===== config.mk =====
export PLATFORM = sky130hd
export DESIGN_NAME = ppsc_top
export DESIGN_NICKNAME = d
export VERILOG_FILES = /design/src/hw/ppsc_pkg.sv /design/src/hw/ppsc_port_ctl.sv /design/src/hw/ppsc_top.sv
export SDC_FILE = /design/constraint.sdc
export NUM_CORES = 1
export LEC_CHECK = 0
export ABC_AREA = 0
export BUFFER_PORTS_ARGS = -buffer_cell sky130_fd_sc_hd__buf_2
export CORE_MARGIN = 4
export CORE_UTILIZATION = 49
export DETAILED_ROUTE_END_ITERATION = 12
export GPL_TIMING_DRIVEN = 0
export PLACE_DENSITY = 0.8
export SETUP_SLACK_MARGIN = 0.1
export SLEW_MARGIN = 5
export SYNTH_ARGS = -nofsm -noshare
export SYNTH_HDL_FRONTEND = slang
export SYNTH_SLANG_ARGS = --single-unit

===== constraint.sdc =====
create_clock -name clock -period 1.6 [get_ports clock]
set_input_delay 0.08 -clock clock [delete_from_list [all_inputs] [get_ports clock]]
set_output_delay 0.08 -clock clock [all_outputs]
set_load 0.01 [all_outputs]

===== src/hw/ppsc_pkg.sv =====
package ppsc_pkg;
    // ------------------------------------------------------------
    // Counts and register map
    // ------------------------------------------------------------
    localparam int          PPSC_PORTS          = 3;
    localparam logic [15:0] PPSC_SWITCH_CFG_OFS = 16'h4134;
    localparam logic [7:0]  PPSC_SWITCH_CFG_RST = 8'hc1;
    localparam logic [7:0]  PPSC_SWITCH_CFG_DYN = 8'h41;
    localparam int          PPSC_CFG_TIME_NS    = 20;
    localparam int          PPSC_CLK_PERIOD_NS  = 5;
    localparam int          PPSC_CFG_CYCLES     =
        (PPSC_CFG_TIME_NS + PPSC_CLK_PERIOD_NS - 1) / PPSC_CLK_PERIOD_NS;
    localparam int          PPSC_CFG_CNT_W      = 4;

    // ------------------------------------------------------------
    // Carriers
    // ------------------------------------------------------------
    typedef struct packed {
        logic       wr_en;
        logic [15:0] addr;
        logic [7:0] wdata;
    } ppsc_cfg_wr_t;

    typedef struct packed {
        logic [2:0] charge_support;
        logic [1:0] fixed_device;
        logic       self_supply;
    } ppsc_straps_t;

    typedef enum logic [2:0] {
        PPSC_ST_RESET  = 3'b001,
        PPSC_ST_CONFIG = 3'b010,
        PPSC_ST_RUN    = 3'b100
    } ppsc_state_t;
endpackage


===== src/hw/ppsc_port_ctl.sv =====
`timescale 1ns/1ps
`default_nettype none
module ppsc_port_ctl
(
    input  wire logic clock,
    input  wire logic sys_rst,
    input  wire logic clk_en,
    input  wire logic running,
    input  wire logic combined_mode,
    input  wire logic power_request,
    input  wire logic sense_n,
    output logic      supply_enable,
    output logic      drive_oe,
    output logic      overcurrent
);
    logic supply_reg;
    logic oc_reg;
    logic supply_next;
    logic oc_next;
    wire  trip;

    // Combined pin: sense from shared pad
    assign trip        = running && supply_reg && !sense_n;
    assign oc_next     = running && (oc_reg || trip) && power_request;
    assign supply_next = running && power_request && !oc_next;

    always_ff @(posedge clock) begin
        if (sys_rst) begin
            supply_reg <= 1'b0;
            oc_reg     <= 1'b0;
        end else if (clk_en) begin
            supply_reg <= supply_next;
            oc_reg     <= oc_next;
        end
    end

    assign supply_enable = supply_reg;
    assign overcurrent   = oc_reg;
    // Released while held in reset; open drain in combined mode
    assign drive_oe      = running && (!combined_mode || !supply_reg);
endmodule
`default_nettype wire


===== src/hw/ppsc_top.sv =====
// Notes on behaviour
// - Each port supply enable is driven low to cut power; to supply it is driven high, or released in combined mode.
// - In combined mode one pin is both the supply enable and the overcurrent sense.
// - A latched charge strap of 1 marks battery charging supported, 0 not supported.
// - Self supply detect is sampled in the configuration state after reset release.
// - After configuration the sampled supply value is frozen unless switching is on.
// - The switching register takes writes from the client port and an OTP value.
// - With self supply detect in use, fixed device state comes from a register.
// - All straps latch at power-on reset and on each rising edge of chip reset.
// - While chip reset is low all port pins are released to high impedance.
`timescale 1ns/1ps
`default_nettype none
module ppsc_top
    import ppsc_pkg::*;
(
    input  wire logic                 clock,
    input  wire logic                 sys_rst,
    input  wire logic                 clk_en,
    input  wire logic                 chip_rst_n,
    input  wire ppsc_pkg::ppsc_cfg_wr_t cfg_wr,
    input  wire logic                 otp_valid,
    input  wire logic [7:0]           otp_value,
    input  wire logic                 use_self_supply_detect,
    input  wire logic [1:0]           fixed_device_cfg,
    input  wire logic [2:0]           combined_mode,
    input  wire logic [2:0]           power_request,
    input  wire logic [2:0]           port_pin_in,
    input  wire logic [2:0]           port_overcurrent_sense_n,
    input  wire logic                 self_supply_detect,
    input  wire logic [1:0]           fixed_device_straps,
    output logic [2:0]                port_supply_enable,
    output logic [2:0]                port_supply_oe,
    output logic [2:0]                port_overcurrent,
    output logic [7:0]                local_supply_switching_cfg,
    output ppsc_pkg::ppsc_straps_t    straps,
    output logic [1:0]                fixed_device_state,
    output logic                      self_powered,
    output logic                      config_done
);
    import ppsc_pkg::*;

    // ------------------------------------------------------------
    // Reset sequencing
    // ------------------------------------------------------------
    ppsc_state_t               state_reg;
    ppsc_state_t               state_next;
    logic [PPSC_CFG_CNT_W-1:0] cnt_reg;
    logic                      chip_rst_n_reg;
    logic                      latch_reg;
    logic [7:0]                sw_cfg_reg;
    ppsc_straps_t              straps_reg;
    logic                      self_reg;
    logic [1:0]                fixed_reg;
    logic                      done_reg;
    logic [2:0]                pwr_reg;
    logic [2:0]                oe_reg;
    logic [2:0]                oc_reg;

    wire       rise       = chip_rst_n && !chip_rst_n_reg;
    wire       cfg_end    = (cnt_reg == PPSC_CFG_CNT_W'(PPSC_CFG_CYCLES - 1));
    wire       dyn_on     = (sw_cfg_reg == PPSC_SWITCH_CFG_DYN);
    wire       running    = (state_reg == PPSC_ST_RUN);
    wire       in_config  = (state_reg == PPSC_ST_CONFIG);
    wire       cfg_hit    = cfg_wr.wr_en && (cfg_wr.addr == PPSC_SWITCH_CFG_OFS);
    wire [2:0] port_en;
    wire [2:0] port_oe;
    wire [2:0] port_oc;
    wire [2:0] sense_n;

    always_comb begin
        state_next = state_reg;
        unique case (state_reg)
            PPSC_ST_RESET: begin
                if (rise) begin
                    state_next = PPSC_ST_CONFIG;
                end
            end
            PPSC_ST_CONFIG: begin
                if (!chip_rst_n) begin
                    state_next = PPSC_ST_RESET;
                end else if (cfg_end) begin
                    state_next = PPSC_ST_RUN;
                end
            end
            PPSC_ST_RUN: begin
                if (!chip_rst_n) begin
                    state_next = PPSC_ST_RESET;
                end
            end
            default: state_next = PPSC_ST_RESET;
        endcase
    end

    always_ff @(posedge clock) begin
        if (sys_rst) begin
            state_reg      <= PPSC_ST_RESET;
            cnt_reg        <= '0;
            chip_rst_n_reg <= 1'b0;
            latch_reg      <= 1'b1;
        end else if (clk_en) begin
            state_reg      <= state_next;
            chip_rst_n_reg <= chip_rst_n;
            cnt_reg        <= in_config ? cnt_reg + 1'b1 : '0;
            latch_reg      <= 1'b0;
        end
    end

    // ------------------------------------------------------------
    // Straps and local supply
    // ------------------------------------------------------------
    // Latch on power-on and chip reset release
    always_ff @(posedge clock) begin
        if (sys_rst) begin
            straps_reg <= '0;
        end else if (clk_en && (latch_reg || rise)) begin
            straps_reg.charge_support <= port_pin_in;
            straps_reg.fixed_device   <= fixed_device_straps;
            straps_reg.self_supply    <= self_supply_detect;
        end
    end

    // Switching register survives chip reset; only power-on reloads it with PPSC_SWITCH_CFG_RST
    always_ff @(posedge clock) begin
        if (sys_rst) begin
            sw_cfg_reg <= PPSC_SWITCH_CFG_RST;
        end else if (clk_en) begin
            // Client write wins over OTP load
            if (cfg_hit) begin
                sw_cfg_reg <= cfg_wr.wdata;
            end else if (otp_valid) begin
                sw_cfg_reg <= otp_value;
            end
        end
    end

    always_ff @(posedge clock) begin
        if (sys_rst) begin
            self_reg <= 1'b0;
            done_reg <= 1'b0;
        end else if (clk_en) begin
            done_reg <= running;
            if (in_config || (running && dyn_on)) begin
                self_reg <= self_supply_detect;
            end
        end
    end

    // Register source when detect in use
    wire [1:0] fixed_next = use_self_supply_detect ? fixed_device_cfg : straps_reg.fixed_device;

    always_ff @(posedge clock) begin
        if (sys_rst) begin
            fixed_reg <= '0;
        end else if (clk_en) begin
            fixed_reg <= fixed_next;
        end
    end

    // ------------------------------------------------------------
    // Port power
    // ------------------------------------------------------------
    genvar p;
    generate
        for (p = 0; p < PPSC_PORTS; p++) begin : g_port
            // Shared pin carries sense in combined mode
            // Pad reads our own low drive until released, so mask it
            assign sense_n[p] = combined_mode[p] ? (port_pin_in[p] | oe_reg[p])
                                                 : port_overcurrent_sense_n[p];
            ppsc_port_ctl u_port (
                .clock         (clock),
                .sys_rst       (sys_rst),
                .clk_en        (clk_en),
                .running       (running),
                .combined_mode (combined_mode[p]),
                .power_request (power_request[p]),
                .sense_n       (sense_n[p]),
                .supply_enable (port_en[p]),
                .drive_oe      (port_oe[p]),
                .overcurrent   (port_oc[p])
            );
        end
    endgenerate

    always_ff @(posedge clock) begin
        if (sys_rst) begin
            pwr_reg <= '0;
            oe_reg  <= '0;
            oc_reg  <= '0;
        end else if (clk_en) begin
            pwr_reg <= port_en;
            oe_reg  <= port_oe & {PPSC_PORTS{chip_rst_n}};
            oc_reg  <= port_oc;
        end
    end

    assign port_supply_enable         = pwr_reg;
    assign port_supply_oe             = oe_reg;
    assign port_overcurrent           = oc_reg;
    assign local_supply_switching_cfg = sw_cfg_reg;
    assign straps                     = straps_reg;
    assign fixed_device_state         = fixed_reg;
    assign self_powered               = self_reg;
    assign config_done                = done_reg;
endmodule
`default_nettype wire


[Word level (Yosys, flattened, before mapping)]
Cells that the tools add are included.
Operators by class
  add/subtract/negate cells: 1
  eq/ne operators: 9
  mux-type cells: 12
  bitwise operators: 4
  reductions and logical operators: 50
Operators with widths (number)
  $logic_and 1x1->1: 25
  $eq 16x15->1 const B: 1
  $mux 8: 2
  $logic_not 1->1: 13
  $mux 3: 4
  $pmux 3 s3: 1
  $eq 8x7->1 const B: 1
  $logic_or 1x1->1: 8
  $add 4x1->4 const B: 1
  $eq 4x2->1 const B: 1
  $mux 4: 1
  $ne 2x2->1 const B: 2
  $reduce_and 2->1: 2
  $reduce_and 4->1: 1
  $and 3x3->3: 1
  $eq 3x1->1 const B: 1
  $eq 3x2->1 const B: 1
  $eq 3x3->1 const B: 1
  $mux 1: 3
  $ne 3x3->1 const B: 1
  $or 1x1->1: 3
  $mux 2: 1
  $reduce_bool 2->1: 1
Word-level totals
  register bits after elaboration: 42
  input port bits: 56
  output and inout port bits: 27
  logic and storage cells: 96

[Depth between registers and ports, before layout]
  word-level depth: 9
  mapped depth: 6
  gate-level depth less buffers: 5

[By module]
A second synthesis with hierarchy kept.
Second synthesis, totals
  cell total of the unflattened synthesis: 235
  area, all modules: 2047.0 um^2
By module, submodules not included
  ppsc_top: instances 1, cells each 202, area an instance 1720.4 um^2, seq. area each 720.7 um^2
  ppsc_port_ctl: instances 3, cells each 11, area an instance 108.9 um^2, seq. area each 40.0 um^2

[Worst setup path after synthesis]
No wires, ideal clock.
  kind: input to register
  from: input cfg_wr[9] in the netlist's numbering
  to: register sw_cfg_reg[5], in the netlist local_supply_switching_cfg[5]
  setup time: 83 ps
  arrival: 1322 ps
  data required time: 1517 ps
  setup slack: 195 ps
  cell stages on the path: 4
  buffers on the path: 0
  cells stage by stage: nor4b_4 > nand3_4 > or4_4 > o221ai_1
On the way
  word-level cells in the longest chain between the ends: 4
  elaborated cells between the ends (all ways): 5
  classes of those cells: eq/ne: 1; mux: 1; reduce/logical: 3
RTL lines
  from (decl): line ppsc_top.sv:20  | input wire ppsc_pkg::ppsc_cfg_wr_t cfg_wr,
  $eq 16x15->1 (*): line ppsc_top.sv:64  | wire cfg_hit = cfg_wr.wr_en && (cfg_wr.addr == PPSC_SWITCH_CFG_OFS);
  $logic_and 1x1->1 (*): line ppsc_top.sv:64
  $reduce_bool 2->1 (no line)
  $reduce_and 2->1 (no line)
  to (signal assigned): line ppsc_top.sv:129  | sw_cfg_reg <= cfg_wr.wdata;
  to (signal assigned): line ppsc_top.sv:131  | sw_cfg_reg <= otp_value;
  to (decl): line ppsc_top.sv:50  | logic [7:0] sw_cfg_reg;
Mark *: on every way between the ends. The rest lies on a longest branch, timed or not.
A chain may end at the register's enable or synchronous reset.

[Worst setup path in the final report]
  from: register sw_cfg_reg[0], in the netlist local_supply_switching_cfg[0]
  to: register self_reg, in the netlist self_powered
On the way
  word-level cells in the longest chain between the ends: 4
RTL lines
  $eq 8x7->1: line ppsc_top.sv:61  | wire dyn_on = (sw_cfg_reg == PPSC_SWITCH_CFG_DYN);
  $logic_and 1x1->1: line ppsc_top.sv:142  | if (in_config || (running && dyn_on)) begin
  $logic_or 1x1->1: line ppsc_top.sv:142
  $reduce_and 2->1 (no line)
  to (signal assigned): line ppsc_top.sv:143  | self_reg <= self_supply_detect;
  to (decl): line ppsc_top.sv:52  | logic self_reg;
Every way passes these cells.

==> results.json <==
{
  "synthDistinctLibCells": 43,
  "die_h_um": 74.3,
  "outcome": "finished, final reports clean",
  "power.switching_mw": 0.580,
  "route.antenna.remaining_nets": 0,
  "period_minus_slack_ps": 1440,
  "firstDrtPassIters": 4,
  "insertion_delay_ps": 290,
  "start_kind": "register",
  "most-common-layout-cells": "buf_2 (80), dfxtp_1 (42), nor2_1 (26), a21oi_1 (19)",
  "ys.flop_type": "dfxtp_1",
  "power.share.switching_pct": 24.8,
  "finalWirelength_um": 5850,
  "cp.arrival_ps": 1640,
  "setup_viol": 0,
  "clockPowerShare_pct": 36.3,
  "clock-sinks": 42,
  "root_buffer": "clkbuf_8",
  "slew_headroom_pct": 60.2,
  "drc": 0,
  "io_buffers": 80,
  "antenna_found_initial": 0,
  "seq_area_frac_synth_pct": 39.1,
  "tns_ps": 0,
  "routed_via_density": 5.70,
  "max-vdd-ir-drop_v": 0.000440,
  "drive_gt1_share_pct": 30.6,
  "worst-setup-path-type": "reg -> reg",
  "p_per_area_mw_per_mm2": 838,
  "crit_fanout": 4,
  "worstSetupEndpointType": "register",
  "synth_fp_nets": 312,
  "critical-path-slowest-cell": "dfxtp_1",
  "worst_pin_slew_ps": 597,
  "clock_skew_ps": 6.19,
  "syn2layout_area_growth_pct": 29.7,
  "seq_area_sq_um": 841,
  "path_buf_inv": 0,
  "synth.avg_cell_area_sq_um": 8.44,
  "initial_core_util_pct": 52.3,
  "fillers": 360,
  "core_sq_mm": 0.00412,
  "drv_cap": 0,
  "final_nets": 400,
  "synth_edf_count": 0,
  "vias": 2242,
  "drtIter0Drc": 153,
  "critical_path_required_ps": 1790,
  "synth_seq_cells": 42,
  "cts_tree": "built",
  "cts_hold_buf": 0,
  "multiInputGateArea_sq_mm": 0.00125,
  "track_usage_pct": 21.5,
  "combPwrFrac_pct": 15.6,
  "syn-cell-area_sq_mm": 0.00215,
  "gp_congestion": 0.913,
  "grt-ovfl-total": 0,
  "grt_pass1_vias": 2063,
  "grt_max_degree": 13,
  "largest_reg_flops": 8,
  "cp_slowest_stage_delay_ps": 370,
  "synth_cells": 255,
  "crit_family": "compound AO/OA/AOI/OAI gates",
  "hpwlAfterDp_um": 4310,
  "path_clk_slew_ps": 80,
  "async_flop_share_pct": 0,
  "clock_path_buffers": 2,
  "pwr-share-seq_pct": 48.1,
  "io_pins": 83,
  "fin_crit_sh_pct": 90.3,
  "numCtsBuffers": 5,
  "die_x_um": 74.3,
  "yosys_warnings": 0,
  "die-area_sq_mm": 0.00552,
  "hold_violations": 0,
  "total_power_mw": 2.34,
  "max_freq_mhz": 692,
  "crit_chain": "nor4bb_4, a31oi_1, o31a_1, o21ba_2",
  "htree_levels": 2,
  "hold_class": "in -> reg",
  "power_leakage_nw": 1.27,
  "grt_first_pass_wirelength_um": 9230,
  "diodes": 0,
  "route.detailed.wl_per_inst_um": 14.9,
  "slew_violations": 0,
  "p_int_mw": 1.76,
  "rsz0062_at_grt": "true",
  "final_common_cell": "buf_2",
  "rows": 23
}
## kinds of logic (layout without fill, tap and decap cells)
family          count (synthesis)  after routing  synth area share (%)
fa+ha+maj                       1              1                 0.581
mux                            16             16                  7.50
simple gates                   97             97                  27.0
flops                          42             42                  39.1
compound gates                 70             70                  20.8
buf+inv                        29            117                  5.06
## metal layers
metal	vias up	wire length [um]	part of all wire [%]	track usage [%]
met5	-	0	0	0
met4	0	114	2.0	8.70
met3	13	476	8.1	5.54
met2	102	2860	49	34.1
met1	1032	2400	41	28.0
li1	1095	-	-	-
## path summary, 6_finish.rpt
check / startpoint / slack, ps / depth (start not counted) / endpoint
worst min-delay path: combined_mode[0] / 9 / 2 / port_supply_oe[0]
worst max-delay path: local_supply_switching_cfg[0] / 160 / 4 / self_powered
worst max register to register: local_supply_switching_cfg[0] / 160 / 4 / self_powered
worst min register to register: cnt_reg[3] / 480 / 2 / cnt_reg[3]
## power by group through the flow
stage	clock [mW]	sequential [mW]	combinational [mW]
after floorplan	0	1.15	0.187
after global placement	0	1.14	0.349
after detailed placement	0	1.14	0.356
after CTS	0.853	1.11	0.360
after global routing	0.914	1.13	0.407
final	0.848	1.12	0.365
## synthesized netlist by cell type, drive strengths merged (7+ instances only)
cell    instances  area [sq um]
a21oi          19          95.1
a31oi           7          43.8
clkbuf         13          48.8
dfxtp          42           841
inv            13          48.8
mux2i          15           150
nand2          16          60.1
nand3          10          62.6
nor2           26          97.6
nor2b          10          62.6
nor3b          11          87.6
o21ai          17          85.1
## through the flow
stage	hold WS [ps]	std cells	instance area, sq um	setup slack (ps)	utilization, %
final	8.82	393	2790	156	67.8
after global placement	308	385	2620	-75.2	63.5
after floorplan	198	255	2150	195	-
after global routing	3.63	393	2790	67.9	67.8
after CTS	6.84	392	2740	49.4	66.6
after detailed placement	317	385	2620	-131	63.5
## final cells by class
class,count,share of cell area [%]
multi-input combinational,184,44.8
clock buffer,6,2.96
timing repair buffer,82,14.9
inverter,13,1.75
clock inverter,1,1.08
buffer,15,2.11
tap,50,2.24
sequential,42,30.1
## repair_timing
action	4_1_cts	5_1_grt
gates cloned	0	0
pin swaps	0	2
setup endpoints to repair	2	22
gates resized for setup	2	12
setup buffers	0	2
Power figures use the tool's default switching activity.
